File: src/uf_pkg.sv
// Constants shared by the FIFO control block: register map, field positions,
// reset values and trigger-level tables.
// Assumes a 32-bit APB slave port and one system clock.
package uf_pkg;

  // ****************************************
  // Register map (byte addresses)
  // ****************************************
  localparam int           UF_AW            = 8;
  localparam logic [7:0]   UF_OFS_FIFO_CTRL = 8'h00;
  localparam logic [7:0]   UF_OFS_LEVELS    = 8'h04;
  localparam logic [7:0]   UF_OFS_STATUS    = 8'h08;
  localparam logic [7:0]   UF_OFS_IRQ_STAT  = 8'h0C;
  localparam logic [7:0]   UF_OFS_IRQ_MASK  = 8'h10;

  // ****************************************
  // fifo_control fields
  // ****************************************
  localparam int           UF_FC_EN         = 0;
  localparam int           UF_FC_RXCLR      = 1;
  localparam int           UF_FC_TXCLR      = 2;
  localparam int           UF_FC_DMA        = 3;
  localparam int           UF_FC_TXTRIG_LO  = 4;
  localparam int           UF_FC_RXTRIG_LO  = 6;
  localparam logic [7:0]   UF_FC_RESET      = 8'h00;

  // ****************************************
  // Level register fields and reset
  // ****************************************
  localparam int           UF_LV_RX_LO      = 0;
  localparam int           UF_LV_TX_LO      = 8;
  localparam int           UF_LV_FH_LO      = 16;
  localparam int           UF_LV_FL_LO      = 24;
  localparam logic [31:0]  UF_LV_RESET      = 32'h0000_0000;

  // ****************************************
  // Status register fields
  // ****************************************
  localparam int           UF_ST_RXCNT_LO   = 0;
  localparam int           UF_ST_TXCNT_LO   = 8;
  localparam int           UF_ST_RX_DMA_READY_N      = 16;
  localparam int           UF_ST_TX_DMA_READY_N      = 17;
  localparam int           UF_ST_RXHIT      = 18;
  localparam int           UF_ST_TXBELOW    = 19;
  localparam int           UF_ST_ISR_LO     = 24;

  // ****************************************
  // Interrupt status bits
  // ****************************************
  localparam int           UF_IRQ_W         = 4;
  localparam int           UF_IRQ_RXTRIG    = 0;
  localparam int           UF_IRQ_TXLOW     = 1;
  localparam int           UF_IRQ_RXTMO     = 2;
  localparam int           UF_IRQ_RXOVF     = 3;
  localparam logic [3:0]   UF_IRQ_RESET     = 4'h0;

  // ****************************************
  // Trigger-level tables, 32-byte mode
  // ****************************************
  localparam logic [7:0]   UF_RXT_0         = 8'h08;
  localparam logic [7:0]   UF_RXT_1         = 8'h10;
  localparam logic [7:0]   UF_RXT_2         = 8'h18;
  localparam logic [7:0]   UF_RXT_3         = 8'h1C;
  localparam logic [7:0]   UF_TXT_0         = 8'h10;
  localparam logic [7:0]   UF_TXT_1         = 8'h08;
  localparam logic [7:0]   UF_TXT_2         = 8'h18;
  localparam logic [7:0]   UF_TXT_3         = 8'h1E;
  localparam logic [7:0]   UF_SINGLE_LVL    = 8'h01;

  // ****************************************
  // Misc reset values
  // ****************************************
  localparam logic         UF_RDY_N_RESET   = 1'b1;
  localparam logic [1:0]   UF_ISR_FIFO_ON   = 2'b11;
  localparam logic [1:0]   UF_ISR_FIFO_OFF  = 2'b00;

endpackage : uf_pkg

File: src/uf_fifo_ctrl.sv
// FIFO control of one UART channel: control register, fill counters,
// trigger levels, DMA ready outputs, interrupt status.
// Assumes a 32-bit APB master on the same clock and strobes from the UART core.
`timescale 1ns/1ps
`default_nettype none
module uf_fifo_ctrl
  import uf_pkg::*;
#(
  parameter int DEPTH = 32
) (
  input  wire logic                 CLK_SYS,
  input  wire logic                 RST,
  input  wire logic                 CE,
  input  wire logic                 PSEL,
  input  wire logic                 PENABLE,
  input  wire logic                 PWRITE,
  input  wire logic [uf_pkg::UF_AW-1:0] PADDR,
  input  wire logic [31:0]          PWDATA,
  output logic      [31:0]          PRDATA,
  output logic                      PREADY,
  output logic                      PSLVERR,
  input  wire logic                 RX_PUSH,
  input  wire logic                 RX_POP,
  input  wire logic                 RX_TIMEOUT,
  input  wire logic                 TX_PUSH,
  input  wire logic                 TX_POP,
  output logic                      TX_DMA_READY_N,
  output logic                      RX_DMA_READY_N,
  output logic                      FIFO_EN,
  output logic                      RX_FLOW_TRIG,
  output logic                      TX_FLOW_TRIG,
  output logic      [1:0]           ISR_FIFO_BITS,
  output logic                      IRQ
);
  import uf_pkg::*;

  localparam int CW = $clog2(DEPTH + 1);

  // ****************************************
  // Declarations
  // ****************************************
  logic [7:0]          fc_q;
  logic [31:0]         lv_q;
  logic [UF_IRQ_W-1:0] ist_q;
  logic [UF_IRQ_W-1:0] ist_d;
  logic [UF_IRQ_W-1:0] imask_q;
  logic                en_chg_q;
  logic                rx_hit_q;
  logic                tx_low_q;
  logic                wr_acc;
  logic                rd_acc;
  logic                addr_ok;
  logic [CW-1:0]       rx_cnt;
  logic [CW-1:0]       tx_cnt;
  logic [CW-1:0]       cap;
  logic                rx_ovf;
  logic [7:0]          rx_cnt8;
  logic [7:0]          tx_cnt8;
  logic [7:0]          rx_trig;
  logic [7:0]          tx_trig;
  logic                use_lvregs;
  logic                fifo_on;
  logic                dma1;
  logic                rx_hit;
  logic                tx_low;
  logic [UF_IRQ_W-1:0] ev;
  logic [31:0]         rd_val;

  // ****************************************
  // Trigger table decode
  // ****************************************
  function automatic logic [7:0] rx_tbl(input logic [1:0] sel);
    logic [7:0] v;
    v = UF_RXT_0;
    case (sel)
      2'h1: v = UF_RXT_1;
      2'h2: v = UF_RXT_2;
      2'h3: v = UF_RXT_3;
      default: v = UF_RXT_0;
    endcase
    return v;
  endfunction : rx_tbl

  function automatic logic [7:0] tx_tbl(input logic [1:0] sel);
    logic [7:0] v;
    v = UF_TXT_0;
    case (sel)
      2'h1: v = UF_TXT_1;
      2'h2: v = UF_TXT_2;
      2'h3: v = UF_TXT_3;
      default: v = UF_TXT_0;
    endcase
    return v;
  endfunction : tx_tbl

  function automatic logic addr_is(input logic [UF_AW-1:0] a, input logic [7:0] ofs);
    return a == ofs;
  endfunction : addr_is

  // ****************************************
  // APB handshake: one wait state
  // ****************************************
  assign wr_acc  = PSEL && PENABLE && PREADY && PWRITE;
  assign rd_acc  = PSEL && PENABLE && !PREADY && !PWRITE;
  assign addr_ok = addr_is(PADDR, UF_OFS_FIFO_CTRL) || addr_is(PADDR, UF_OFS_LEVELS)
                || addr_is(PADDR, UF_OFS_STATUS) || addr_is(PADDR, UF_OFS_IRQ_STAT)
                || addr_is(PADDR, UF_OFS_IRQ_MASK);

  always_ff @(posedge CLK_SYS or posedge RST)
  begin
    if (RST)
    begin
      PREADY  <= 1'b0;
      PSLVERR <= 1'b0;
    end
    else if (CE)
    begin
      PREADY  <= PSEL && PENABLE && !PREADY;
      PSLVERR <= PSEL && PENABLE && !PREADY && !addr_ok;
    end
  end

  always_ff @(posedge CLK_SYS or posedge RST)
  begin
    if (RST)
      PRDATA <= 32'h0000_0000;
    else if (CE && rd_acc)
      PRDATA <= rd_val;
  end

  // ****************************************
  // Control register
  // ****************************************
  always_ff @(posedge CLK_SYS or posedge RST)
  begin
    if (RST)
    begin
      fc_q     <= UF_FC_RESET;
      en_chg_q <= 1'b0;
    end
    else if (CE)
    begin
      fc_q[UF_FC_RXCLR] <= 1'b0;
      fc_q[UF_FC_TXCLR] <= 1'b0;
      en_chg_q          <= 1'b0;
      if (wr_acc && addr_is(PADDR, UF_OFS_FIFO_CTRL))
      begin
        fc_q     <= PWDATA[7:0];
        en_chg_q <= PWDATA[UF_FC_EN] != fc_q[UF_FC_EN];
      end
    end
  end

  always_ff @(posedge CLK_SYS or posedge RST)
  begin
    if (RST)
      lv_q <= UF_LV_RESET;
    else if (CE && wr_acc && addr_is(PADDR, UF_OFS_LEVELS))
      lv_q <= PWDATA;
  end

  assign fifo_on = fc_q[UF_FC_EN];
  assign dma1    = fc_q[UF_FC_DMA];

  // ****************************************
  // Fill counters
  // ****************************************
  assign cap = fifo_on ? CW'(DEPTH) : CW'(1);

  uf_fill_cnt #(
    .CW    (CW)
  ) u_rx_cnt (
    .clk   (CLK_SYS),
    .rst   (RST),
    .ce    (CE),
    .clr   (fc_q[UF_FC_RXCLR] || en_chg_q),
    .cap   (cap),
    .push  (RX_PUSH),
    .pop   (RX_POP),
    .count (rx_cnt),
    .ovf   (rx_ovf)
  );

  uf_fill_cnt #(
    .CW    (CW)
  ) u_tx_cnt (
    .clk   (CLK_SYS),
    .rst   (RST),
    .ce    (CE),
    .clr   (fc_q[UF_FC_TXCLR] || en_chg_q),
    .cap   (cap),
    .push  (TX_PUSH),
    .pop   (TX_POP),
    .count (tx_cnt),
    .ovf   ()
  );

  assign rx_cnt8 = 8'(rx_cnt);
  assign tx_cnt8 = 8'(tx_cnt);

  // ****************************************
  // Trigger levels
  // ****************************************
  assign use_lvregs = lv_q != 32'h0000_0000;

  always_comb
  begin
    if (!fifo_on)
    begin
      rx_trig = UF_SINGLE_LVL;
      tx_trig = UF_SINGLE_LVL;
    end
    else if (use_lvregs)
    begin
      rx_trig = lv_q[UF_LV_RX_LO +: 8];
      tx_trig = lv_q[UF_LV_TX_LO +: 8];
    end
    else
    begin
      rx_trig = rx_tbl(fc_q[UF_FC_RXTRIG_LO +: 2]);
      tx_trig = tx_tbl(fc_q[UF_FC_TXTRIG_LO +: 2]);
    end
  end

  assign rx_hit = rx_cnt8 >= rx_trig;
  assign tx_low = tx_cnt8 < tx_trig;

  // ****************************************
  // DMA ready outputs
  // ****************************************
  uf_rdy_gen u_tx_rdy (
    .clk      (CLK_SYS),
    .rst      (RST),
    .ce       (CE),
    .hyst     (fifo_on && dma1),
    .set_cond (tx_cnt8 <= tx_trig),
    .rel_cond (tx_cnt == CW'(DEPTH)),
    .lvl_cond (tx_cnt == '0),
    .ready_n  (TX_DMA_READY_N)
  );

  uf_rdy_gen u_rx_rdy (
    .clk      (CLK_SYS),
    .rst      (RST),
    .ce       (CE),
    .hyst     (fifo_on && dma1),
    .set_cond ((rx_hit || RX_TIMEOUT) && rx_cnt != '0),
    .rel_cond (rx_cnt == '0),
    .lvl_cond (rx_cnt != '0),
    .ready_n  (RX_DMA_READY_N)
  );

  // ****************************************
  // Flow-control levels and status outputs
  // ****************************************
  always_ff @(posedge CLK_SYS or posedge RST)
  begin
    if (RST)
    begin
      rx_hit_q      <= 1'b0;
      tx_low_q      <= 1'b0;
      FIFO_EN       <= 1'b0;
      RX_FLOW_TRIG  <= 1'b0;
      TX_FLOW_TRIG  <= 1'b0;
      ISR_FIFO_BITS <= UF_ISR_FIFO_OFF;
    end
    else if (CE)
    begin
      rx_hit_q      <= rx_hit;
      tx_low_q      <= tx_low;
      FIFO_EN       <= fifo_on;
      RX_FLOW_TRIG  <= rx_hit;
      TX_FLOW_TRIG  <= tx_low;
      ISR_FIFO_BITS <= fifo_on ? UF_ISR_FIFO_ON : UF_ISR_FIFO_OFF;
    end
  end

  // ****************************************
  // Interrupt status, mask and output
  // ****************************************
  always_comb
  begin
    ev                = '0;
    ev[UF_IRQ_RXTRIG] = rx_hit && !rx_hit_q;
    ev[UF_IRQ_TXLOW]  = tx_low && !tx_low_q;
    ev[UF_IRQ_RXTMO]  = RX_TIMEOUT;
    ev[UF_IRQ_RXOVF]  = rx_ovf;
  end

  always_comb
  begin
    ist_d = ist_q;
    if (wr_acc && addr_is(PADDR, UF_OFS_IRQ_STAT))
      ist_d = ist_q & ~PWDATA[UF_IRQ_W-1:0];
    ist_d = ist_d | ev;
  end

  always_ff @(posedge CLK_SYS or posedge RST)
  begin
    if (RST)
    begin
      ist_q   <= UF_IRQ_RESET;
      imask_q <= UF_IRQ_RESET;
      IRQ     <= 1'b0;
    end
    else if (CE)
    begin
      ist_q <= ist_d;
      if (wr_acc && addr_is(PADDR, UF_OFS_IRQ_MASK))
        imask_q <= PWDATA[UF_IRQ_W-1:0];
      IRQ <= |(ist_d & imask_q);
    end
  end

  // ****************************************
  // Read mux
  // ****************************************
  always_comb
  begin
    rd_val = 32'h0000_0000;
    if (addr_is(PADDR, UF_OFS_FIFO_CTRL))
      rd_val[7:0] = fc_q;
    else if (addr_is(PADDR, UF_OFS_LEVELS))
      rd_val = lv_q;
    else if (addr_is(PADDR, UF_OFS_STATUS))
    begin
      rd_val[UF_ST_RXCNT_LO +: 8] = rx_cnt8;
      rd_val[UF_ST_TXCNT_LO +: 8] = tx_cnt8;
      rd_val[UF_ST_RX_DMA_READY_N]         = RX_DMA_READY_N;
      rd_val[UF_ST_TX_DMA_READY_N]         = TX_DMA_READY_N;
      rd_val[UF_ST_RXHIT]         = rx_hit;
      rd_val[UF_ST_TXBELOW]       = tx_low;
      rd_val[UF_ST_ISR_LO +: 2]   = ISR_FIFO_BITS;
    end
    else if (addr_is(PADDR, UF_OFS_IRQ_STAT))
      rd_val[UF_IRQ_W-1:0] = ist_q;
    else if (addr_is(PADDR, UF_OFS_IRQ_MASK))
      rd_val[UF_IRQ_W-1:0] = imask_q;
  end

endmodule : uf_fifo_ctrl
`default_nettype wire

File: src/uf_fill_cnt.sv
// Fill-level counter of one FIFO (data storage lies outside this block).
// Assumes push/pop are one-cycle strobes synchronous to clk.
`timescale 1ns/1ps
`default_nettype none
module uf_fill_cnt #(
  parameter int CW = 6
) (
  input  wire logic          clk,
  input  wire logic          rst,
  input  wire logic          ce,
  input  wire logic          clr,
  input  wire logic [CW-1:0] cap,
  input  wire logic          push,
  input  wire logic          pop,
  output logic      [CW-1:0] count,
  output logic               ovf
);
  logic push_ok;
  logic pop_ok;

  assign push_ok = push && (count < cap);
  assign pop_ok  = pop && (count != '0);
  assign ovf     = push && !(count < cap) && !clr;

  always_ff @(posedge clk or posedge rst)
  begin
    if (rst)
      count <= '0;
    else if (ce)
    begin
      if (clr)
        count <= '0;
      else if (push_ok && !pop_ok)
        count <= count + CW'(1);
      else if (pop_ok && !push_ok)
        count <= count - CW'(1);
    end
  end
endmodule : uf_fill_cnt
`default_nettype wire

File: src/uf_rdy_gen.sv
// Active-low DMA ready flag with level mode and set/release hysteresis mode.
// Assumes conditions are computed from current counter values.
`timescale 1ns/1ps
`default_nettype none
module uf_rdy_gen
  import uf_pkg::*;
(
  input  wire logic clk,
  input  wire logic rst,
  input  wire logic ce,
  input  wire logic hyst,
  input  wire logic set_cond,
  input  wire logic rel_cond,
  input  wire logic lvl_cond,
  output logic      ready_n
);
  always_ff @(posedge clk or posedge rst)
  begin
    if (rst)
      ready_n <= UF_RDY_N_RESET;
    else if (ce)
    begin
      if (!hyst)
        ready_n <= !lvl_cond;
      else if (set_cond)
        ready_n <= 1'b0;
      else if (rel_cond)
        ready_n <= 1'b1;
    end
  end
endmodule : uf_rdy_gen
`default_nettype wire

File: config.mk
export PLATFORM = sky130hd
export DESIGN_NAME = uf_fifo_ctrl
export DESIGN_NICKNAME = d
export VERILOG_FILES = /design/src/uf_pkg.sv /design/src/uf_fifo_ctrl.sv /design/src/uf_fill_cnt.sv /design/src/uf_rdy_gen.sv
export SDC_FILE = /design/constraint.sdc
export NUM_CORES = 1
export LEC_CHECK = 0
export BUFFER_PORTS_ARGS = -buffer_cell sky130_fd_sc_hd__buf_4
export CELL_PAD_IN_SITES_DETAIL_PLACEMENT = 1
export CELL_PAD_IN_SITES_GLOBAL_PLACEMENT = 1
export CORE_MARGIN = 2
export CORE_UTILIZATION = 47
export DETAILED_ROUTE_END_ITERATION = 16
export HOLD_SLACK_MARGIN = 0.15
export PLACE_DENSITY = 0.87
export SLEW_MARGIN = 15
export SYNTH_ARGS = -nofsm -noshare
export SYNTH_HDL_FRONTEND = slang
export SYNTH_SLANG_ARGS = --single-unit
File: constraint.sdc
create_clock -name CLK_SYS -period 6.7 [get_ports CLK_SYS]
set_clock_uncertainty 0.15 [all_clocks]
set_input_delay 1.34 -clock CLK_SYS [delete_from_list [all_inputs] [get_ports CLK_SYS]]
set_output_delay 1.34 -clock CLK_SYS [all_outputs]
set_load 0.05 [all_outputs]
After elaboration in Yosys (flattened, before gate mapping)
Index checks and enable logic that the tools add are counted.
{ "word_totals": {"register_bits": 103, "in_bits": 51, "elab_cells": 140} }
{ "op_classes": {"eq_ne": 14, "magnitude_cmp": 5, "muxes": 34, "n_bitwise": 4, "n_reduce_logical": 61, "addsub": 4} }
{ "ops": {"columns": ["operator", "count"], "rows": [
  ["two-way mux 6 bit", 8],
  ["two-way mux 8 bit", 5],
  ["nonzero test 32 bit", 1],
  ["one-hot mux 5 bit (3 select lines)", 2],
  ["logical AND 1 bit", 26],
  ["two-way mux 24 bit", 1],
  ["two-way mux 20 bit", 1],
  ["two-way mux 4 bit", 5],
  ["equality test 8 x 4 -> 1 bit, second input constant", 2],
  ["two-way mux 16 bit", 1],
  ["zero test 1 bit", 13],
  ["adder 6 x 1 -> 6 bit, second input constant", 2],
  ["zero test 6 bit", 2],
  ["less-than comparator 6 bit", 2],
  ["AND reduction 2 bit", 6],
  ["nonzero test 6 bit", 2],
  ["subtractor 6 x 1 -> 6 bit, second input constant", 2],
  ["bitwise AND 4 bit", 2],
  ["equality test 2 bit, second input constant", 4],
  ["equality test 8 x 3 -> 1 bit, second input constant", 1],
  ["equality test 8 x 5 -> 1 bit, second input constant", 1],
  [">= comparator 6 x 8 -> 1 bit", 1],
  ["less-or-equal comparator 6 x 8 -> 1 bit", 1],
  ["zero test 8 bit", 1],
  ["13 further kinds", 30]
]} }

Depth between registers and ports, before layout
Gate-level depths: netlist of the first run.
{ "depth": {"word_depth": 9, "mapped_depth": 14, "depth_no_buf": 13} }

Cells and area by module
From an unflattened synthesis of the first run, not the netlist that was laid out.
{ "unflattened": {"cells_unflattened": 575, "hier_area_um2": 5611.6} }
{ "modules_own_cells": {"columns": ["mod", "n_inst", "seq_area_each_um2", "cells_per_inst", "area_each_um2"], "rows": [
  ["uf_fifo_ctrl", 1, 2177.1, 427, 4325.4],
  ["uf_fill_cnt", 2, 150.1, 68, 585.6],
  ["uf_rdy_gen", 2, 26.3, 6, 57.6]
]} }

Worst setup path before layout of the first run
Ideal clock, no wire load.
{ "synth_timing": {"path_type": "input -> register", "start": "input PADDR[7] (netlist bit)", "end": "register fc_q[0]", "t_required_ps": 6425, "stages": 8, "arrival_time_ps": 3453, "setup_ps": 125, "path_slack_ps": 2972, "cell_sequence": "or4_4 -> or2_1 -> buf_6 -> or3_1 -> buf_6 -> or3_4 -> buf_6 -> mux2_4"} }
{ "synth_between": {"elab_chain_len": 3} }
{ "synth_rtl": {"columns": ["element", "line", "text"], "rows": [
  ["from (decl)", "uf_fifo_ctrl.sv:17", "input wire logic [uf_pkg::UF_AW-1:0] PADDR,"],
  ["zero test 8 bit", "uf_fifo_ctrl.sv:97", "return a == ofs;"],
  ["logical AND 1 bit", "uf_fifo_ctrl.sv:146", "if (wr_acc && addr_is(PADDR, UF_OFS_FIFO_CTRL))"],
  ["AND reduction 2 bit (no source line)", null, null],
  ["to (signal assigned)", "uf_fifo_ctrl.sv:148", "fc_q <= PWDATA[7:0];"],
  ["to (decl)", "uf_fifo_ctrl.sv:42", "logic [7:0] fc_q;"]
]} }
Every way passes these cells.
A chain may end at the register's enable or synchronous reset.

Final worst setup path of the first run
{ "layout_timing": {"start": "input PADDR[7] (netlist bit)", "end": "register lv_q[5]"} }
{ "layout_between": {"elab_chain_len": 2} }
{ "layout_rtl": {"columns": ["element", "line", "text"], "rows": [
  ["equality test 8 x 3 -> 1 bit", "uf_fifo_ctrl.sv:97", null],
  ["logical AND 1 bit", "uf_fifo_ctrl.sv:158", "else if (CE && wr_acc && addr_is(PADDR, UF_OFS_LEVELS))"],
  ["to (signal assigned)", "uf_fifo_ctrl.sv:157", "lv_q <= UF_LV_RESET;"],
  ["to (signal assigned)", "uf_fifo_ctrl.sv:159", "lv_q <= PWDATA;"],
  ["to (decl)", "uf_fifo_ctrl.sv:43", "logic [31:0] lv_q;"]
]} }
Every way passes these cells.

==> results of run 1 <==
[power by group through the flow]
stage | Sequential (mW) | Combinational, mW | Clock, mW
floorplan | 0.807 | 0.382 | 0
global placement | 0.764 | 0.584 | 0
detailed placement | 0.769 | 0.643 | 0
CTS | 0.759 | 0.656 | 0.594
global route | 0.770 | 0.725 | 0.618
finish | 0.763 | 0.655 | 0.587
[cell families (layout without fill, tap and decap cells)]
family / after synthesis / in the layout / synth area share (%)
AOI/OAI and AO/OA: 111 / 111 / 13.3
xor gates and xnor gates: 7 / 7 / 1.13
adders and majority gates: 26 / 26 / 6.29
buffers and inverters: 48 / 133 / 3.88
DFF: 101 / 101 / 46.7
muxes: 48 / 48 / 10.5
and+or+nand+nor: 205 / 205 / 18.1
[flip-flops by register name, summed over array words and instances, names as in the netlist, 4 cells and up]
register,cells
imask_q,4
ist_q,4
lv_q,32
u_rx_cnt.count,6
fc_q,8
PRDATA,32
u_tx_cnt.count,6
[metrics by stage]
stage,hold slack (ns),power (mW),instances,worst slack [ns]
floorplan,0.327,1.19,546,2.57
global placement,0.301,1.35,758,2.09
detailed placement,0.312,1.41,758,1.93
CTS,0.332,2.01,774,2.18
global route,0.360,2.11,774,1.88
finish,0.328,2.01,774,2.17
[metal layers]
metal | part of all wire (%) | vias up | global-route usage [%] | routed length [microns]
met5 | 0 | - | 0 | 0
met4 | 2.6 | 0 | 9.63 | 435
met3 | 5.6 | 38 | 6.01 | 955
met2 | 50 | 169 | 48.8 | 8530
met1 | 42 | 2309 | 36.5 | 7070
li1 | - | 2117 | - | -
[tightest hold or removal path: stages, from the launching register on]
cell	delay (ns)
dfrtp_1	0.35
nand2_1	0.05
nand2_1	0.05
[worst paths after layout]
check	slack, ns	cells past startpoint	start	to
setup / recovery	2.17	7	PADDR[7]	lv_q[5]$_DFFE_PP0P_
hold / removal	0.33	2	PRDATA[10]$_DFFE_PP0P_	PRDATA[10]$_DFFE_PP0P_
setup reg to reg	2.77	12	lv_q[10]$_DFFE_PP0P_	u_tx_rdy.ready_n$_DFFE_PP1P_
hold reg to reg	0.33	2	PRDATA[10]$_DFFE_PP0P_	PRDATA[10]$_DFFE_PP0P_
max in group asynchronous	4.33	3	RST	PRDATA[28]$_DFFE_PP0P_
min in group asynchronous	0.87	2	RST	PRDATA[13]$_DFFE_PP0P_
[area by class of cell]
| type | count | area [sq um] |
|---|---|---|
| fillers | 1278 | 4800 |
| multi-input cells | 397 | 2680 |
| flip-flops and latches | 101 | 2530 |
| repair buffers | 97 | 728 |
| clock buffers | 9 | 225 |
| well taps | 143 | 179 |
| clock inverters | 7 | 106 |
| inverters | 20 | 77.6 |
[placed cells by master, fill, tap and decap left out, types with 7 or more instances in the layout]
cell type	instances
nor2_1	41
o31ai_1	8
a21oi_1	19
nor4_1	11
buf_4	97
nand2_1	85
ha_1	24
inv_1	19
nand3_1	16
o21ai_0	35
a221oi_1	7
dfrtp_1	99
clkbuf_16	9
mux2_2	35
nand4_1	7
==> results.txt, run 1 <==
- Net count after synthesis: approximately 620
* Pins Over Slew Limit: 0
- Design area: 6530 sq um
- Post-CTS setup-driven buffer insertion count: 0
- Setup repair after global routing left no endpoint under its margin.
* Number of global-route vias before repair: 5175
- Nets@finish: 703
* Clk sinks: 101
- In this run, the number of DRC markers left after iteration 0 of detailed routing was 312.
* Avg Synthesized Cell Area: 9.91 sq um
- The share of total power dissipated in the clock network is between 20% and 30%.
- Endpoint type of the worst setup path: register
- Core occupancy in the finished layout: ~58%
- Worst slew pin tran: 1.10 ns
* Cell with the biggest individual delay on the critical path: and2_1
- Core ar.: 11300 sq um
- In the routed design, unresolved DRC markers number 0.
- Counting flops with a built-in enable in the synthesized netlist gives 0.
- Post-CTS resize count: 0
* Setup-failing EPs final: 0
- Maximum number of pins on one net before global-route repair: 63
- Based on the critical path, the design can be clocked at up to 0.221 GHz.
* Die ar.: approximately 12000 sq um
* Maximum fanout count along the critical path: 22
- The congestion estimate from routability-driven global placement came to 0.857.
* Wire length of the first global-routing pass: between 20000 and 30000 microns
- Setup CP Type: input port to register
* Period Utilization, post-route: 67.6%
- The run finished with clean final reports.
* Die span in y: between 100 and 150 microns
* Post-DP HPWL: roughly 12000 microns
* Cell type with the highest occurrence count on the critical path: buf_4
- The tool flagged a number of max-cap violations equal to 0.
- Buffers inserted during clock tree synthesis total 9.
- Number of hold violations in the final report: 0
* Net switching power of the design: 0.743 mW
- Cells along the critical path: buf_4, or4_4, nor4_1, and2_1, nand3_1, buf_4, mux2_2
- Flip-flop and latch count after synthesis: between 100 and 150
- Synthesis produced 546 cells.
* Cell with the most instances after synthesis: dfrtp_1
- Number of top-level design ports: 93
* Clock tree from TritonCTS: yes
* Layout cells sized above 1: 26.1%
* Global router's overall resource usage: 28.6%
- Most used flip-flop cell after synthesis: dfrtp_1
* Static leakage: 3.18 nW
- The share of total power dissipated in sequential elements is 38.1%.
- The floorplan has 39 rows.
- Clock Tree Buf Depth: 2
* Horiz. Die Dim: 111 microns
* Via total after detailed routing: around 4600
* Power Internal: 1.26 mW
- Number of library cell types mapped by synthesis: 55
- Wire length per cell: 22.0 microns
- The routed design could run at a clock period as short as between 4 and 5 ns.
- In this run the tool buffered the top-level ports with 92 buffer cells.
* Sequential area share after synthesis: 46.7%
* WP data required: 6.79 ns
* Total standard cell area after synthesis: 5410 sq um
- After synthesis, the share of flip-flops with an asynchronous set or reset is 100%.
* Clock Latency Late Sink: 0.35 ns
- Starting utilization of the core area: 47.8%
- Ranked by instance count, the synthesized netlist is headed by dfrtp_1, nand2_1, nor2_1.
- On the worst path, the slowest cell contributes a delay of 0.73 ns.
- The area growth from synthesis to layout is 20.6%.
- Setup Total Neg Slack: 0 ns
* Dominant cell type by area after synthesis: dfrtp_1
- The routed design has 17000 microns of wire.
- The share of synthesized area in the top cell type comes to 45.8%.
- For this run the aggregate overflow at the end of global routing stands at 0.
* Kind of cell with the highest combined delay on the critical path: simple AND/OR/NAND/NOR gates
- Number of buffers and inverters on the critical path: 2
* Synth top area cells: dfrtp_1, mux2_2, nand2_1
- PwrDens: 307 nW/um^2
- Critical path launch point type: input port
- During synthesis, Yosys emitted a total of 0 warnings.
* # hold bufs at CTS: 0
- Antenna violations before repair: 0
- The worst-case IR drop observed on VDD is roughly 0.18 mV.
- The detail route stage leaves a number of antenna-violating nets equal to 0.
- STA puts the critical path data arrival time at 4.62 ns.
* Number of iterations in the first detailed-routing pass: 5
- Max-Slew Margin vs Limit: 26.2%
- Summing all placed instances gives a cell area of 6190 sq um.
* CTS Root Buffer Type: clkbuf_16
- After clock tree synthesis, the clock-pin slew on the worst setup and hold paths is ~0.07 ns.
* Sw Ratio: 37.0%
- The number of antenna diodes in the final layout is 0.
- Worst hold-check path type: register to register
* Level count of the clock H-tree: 3
- Vias per Instance: ~6
* Portion of total power attributed to combinational logic: 32.7%
Note: power is estimated with default switching activity, not from simulation.
==> run 2, diff against run 1 <==
--- a/config.mk
+++ b/config.mk
@@ -9,10 +9,10 @@
 export CELL_PAD_IN_SITES_DETAIL_PLACEMENT = 1
 export CELL_PAD_IN_SITES_GLOBAL_PLACEMENT = 1
 export CORE_MARGIN = 2
-export CORE_UTILIZATION = 47
+export CORE_UTILIZATION = 44
 export DETAILED_ROUTE_END_ITERATION = 16
 export HOLD_SLACK_MARGIN = 0.15
-export PLACE_DENSITY = 0.87
+export PLACE_DENSITY = 0.82
 export SLEW_MARGIN = 15
 export SYNTH_ARGS = -nofsm -noshare
 export SYNTH_HDL_FRONTEND = slang
==> constraint.sdc (replaced) <==
create_clock -name CLK_SYS -period 4.7 [get_ports CLK_SYS]
set_clock_uncertainty 0.15 [all_clocks]
set_input_delay 0.94 -clock CLK_SYS [delete_from_list [all_inputs] [get_ports CLK_SYS]]
set_output_delay 0.94 -clock CLK_SYS [all_outputs]
set_load 0.05 [all_outputs]
==> run 2 against run 1 <==
Routed wire length is 5.6% lower. Sequential share of layout area hardly changed. Clock power is 27% higher. Cell count is 1.0% higher.
==> results.txt, run 2 (same netlist as run 1, synthesis figures left out) <==
* Setup-failing EPs final: 0 (unchanged)
* Setup Total Neg Slack: 0 ns (unchanged)
- Run status: finished clean
* Critical path launch point type: register
- The measured slew at the worst slew-check pin was 0.938 ns (-0.167 ns).
* Overall power consumption: 2.75 mW (+37%)
- Diode count: 0 (unchanged)
- Wire length per cell: 20.5 microns (-6.6%)
- The longest individual stage delay on the worst path was 0.53 ns (-0.20 ns).
- Dividing the final minimum period by the clock period gives 77.5%.
* Cell with the biggest individual delay on the critical path: nor4_1
- The via density per instance came to 5.89 (-1.6%).
- Maximum capacitance violations: 0 (unchanged)
- Cells along the critical path: nor4_1, nand4_1, or2_2, and2_1, nand2_1, ha_1, a2111oi_0, o21ai_0, and2_1, o31ai_1, o2bb2ai_1
- The effective utilization at floorplan is 45.1% (-2.7 points).
- The number of vias in the routed layout is 4607 (-0.56%).
- The data arrival time of the critical path came to 3.77 ns (-0.85 ns).
- TritonCTS built the clock tree.
- CTS clk-pin slew, worst paths: 0.07 ns (about the same)
- Wire length of the first global-routing pass: 25700 microns (-7.7%)
- Post-CTS resize count: 0 (unchanged)
* CTS Root Buffer Type: clkbuf_16
- The maximum resistive drop on vdd is 0.223 mV (+26%).
- Pins Over Slew Limit: 0 (unchanged)
- In the layout the commonest cells are buf_4, dfrtp_1, nand2_1.
- The TritonCTS buffer count was 9 (unchanged).
- The overall routed net length is 16000 microns (-5.6%).
- Cell type with the highest occurrence count on the critical path: and2_1
* Endpoint type of the worst setup path: register
- Smallest hold slack: 0.318 ns (-0.00954 ns)
* Setup WS post-layout: 1.06 ns (-1.11 ns)
- The number of buffers inserted to repair setup after CTS is 0 (unchanged).
- WP data required: 4.83 ns (-1.96 ns)
* Nets@finish: 707 (+0.57%)
- Setup repair after global routing left no endpoint under its margin.
* Number of cells on the worst hold path: 2 (unchanged)
- The count of standard-cell rows is 40 (+2.6%).
* Setup CP Type: register to register
* Global route total overflow: 0 (unchanged)
- The depth of the most critical reg-to-reg path is 11 (-1).
* Clock Latency Late Sink: 0.35 ns (about the same)
- The total clock sinks came to 101 (unchanged).
- The static power due to leakage is 3.18 nW (about the same).
- Post-route DRC violation count: 0 (unchanged)
* Core ar.: 12000 sq um (+6.1%)
- For this run, the top clock speed supported by timing is 0.275 GHz.
- The count of nets left with antenna violations after detail routing was 0 (unchanged).
- Global router's overall resource usage: 25.1% (-3.5 points)
- DRC violation total after the first TritonRoute iteration: 343 (+9.9%)
* Clock Tree Buf Depth: 2 (unchanged)
* Maximum fanout count along the critical path: 7 (-68%)
* Area growth from synthesis to layout: 20.5% (about the same)
- Level count of the clock H-tree: 3 (unchanged)
- Number of top-level design ports: 93 (unchanged)
* Port Buf Inserts: 92 (unchanged)
* Number of global-route vias before repair: 4786 (-7.5%)
- Setup WS pre-CTS: 1.15 ns (-0.772 ns)
- The post-cts hold buffer count came to 0 (unchanged).
- The maximum number of pins on one net before global-route repair was 74 (+17%).
* Fill cells: 1361 (+6.5%)
- The number of detailed-routing iterations run before antenna repair was 4 (-1).
* Placer congestion estimate: 0.853 (-0.44%)
- Layout cells sized above 1: 26.5% (+0.31 points)
- The tightest min-delay check is of the register to register type.
- The horizontal die dimension came to 115 microns (+3.2%).
* Largest regs: PRDATA (32), lv_q (32), fc_q (8)
- Max-Slew Margin vs Limit: 37.5% (+11 points)
- The detailed-placement wirelength estimate was 11500 microns (-3.9%).
* Antenna violations before repair: 0 (unchanged)
- The count of final hold-check violations came to 0 (unchanged).
- Die ar.: 13200 sq um (+6.6%)
- Die span in y: 115 microns (+3.2%)
- PwrDens: 422 nW/um^2 (+37%)
- Final critical-path required period: 3.64 ns
- Leaving out fill and tap cells, the most frequent cell in the layout is buf_4.
-- run 2: where the power goes --
| group | total [mW] | switching (mW) | internal [mW] |
|---|---|---|---|
| registers | 1.09 | 0.134 | 0.955 |
| clock network | 0.744 | 0.337 | 0.407 |
| logic | 0.920 | 0.545 | 0.374 |
-- run 2: final timing paths --
check	slack (ns)	from	to
min in group asynchronous	0.65	RST	PRDATA[10]$_DFFE_PP0P_
min reg2reg	0.32	PRDATA[29]$_DFFE_PP0P_	PRDATA[29]$_DFFE_PP0P_
max	1.06	lv_q[25]$_DFFE_PP0P_	u_rx_rdy.ready_n$_DFFE_PP1P_
max reg2reg	1.06	lv_q[25]$_DFFE_PP0P_	u_rx_rdy.ready_n$_DFFE_PP1P_
min	0.32	PRDATA[29]$_DFFE_PP0P_	PRDATA[29]$_DFFE_PP0P_
max in group asynchronous	2.78	RST	PRDATA[15]$_DFFE_PP0P_
-- run 2: per-stage QoR --
step                      std cells  util, %  area [sq um]
after global routing            782     54.3          6520
after CTS                       782     54.3          6520
after floorplan                 546        -          5410
after global placement          766     51.9          6230
after detailed placement        766     51.9          6230
final                           782     54.3          6520
-- run 2: final cells by class --
cell class | instances | area (sq um) | share of cell area, %
clock buffer | 13 | 270 | 4.14
clock inverter | 3 | 25.0 | 0.384
timing repair buffer | 101 | 758 | 11.6
inverter | 20 | 77.6 | 1.19
tap | 147 | 184 | 2.82
sequential | 101 | 2530 | 38.8
multi-input combinational | 397 | 2680 | 41.1
-- run 2: critical path, delay by kind of cell, from the launching register on --
kind            cells  cell delay, ns
flops               1            0.41
compound gates      4            1.09
simple gates        6            1.68
fa+ha+maj           1            0.23
-- run 2: metal layers --
metal	share of wire (%)	vias to the layer above	global-route usage (%)
met1	44	2358	33.4
met4	1.7	0	6.91
met3	3.8	22	3.85
met5	0	-	0
li1	-	2118	-
met2	51	109	42.9
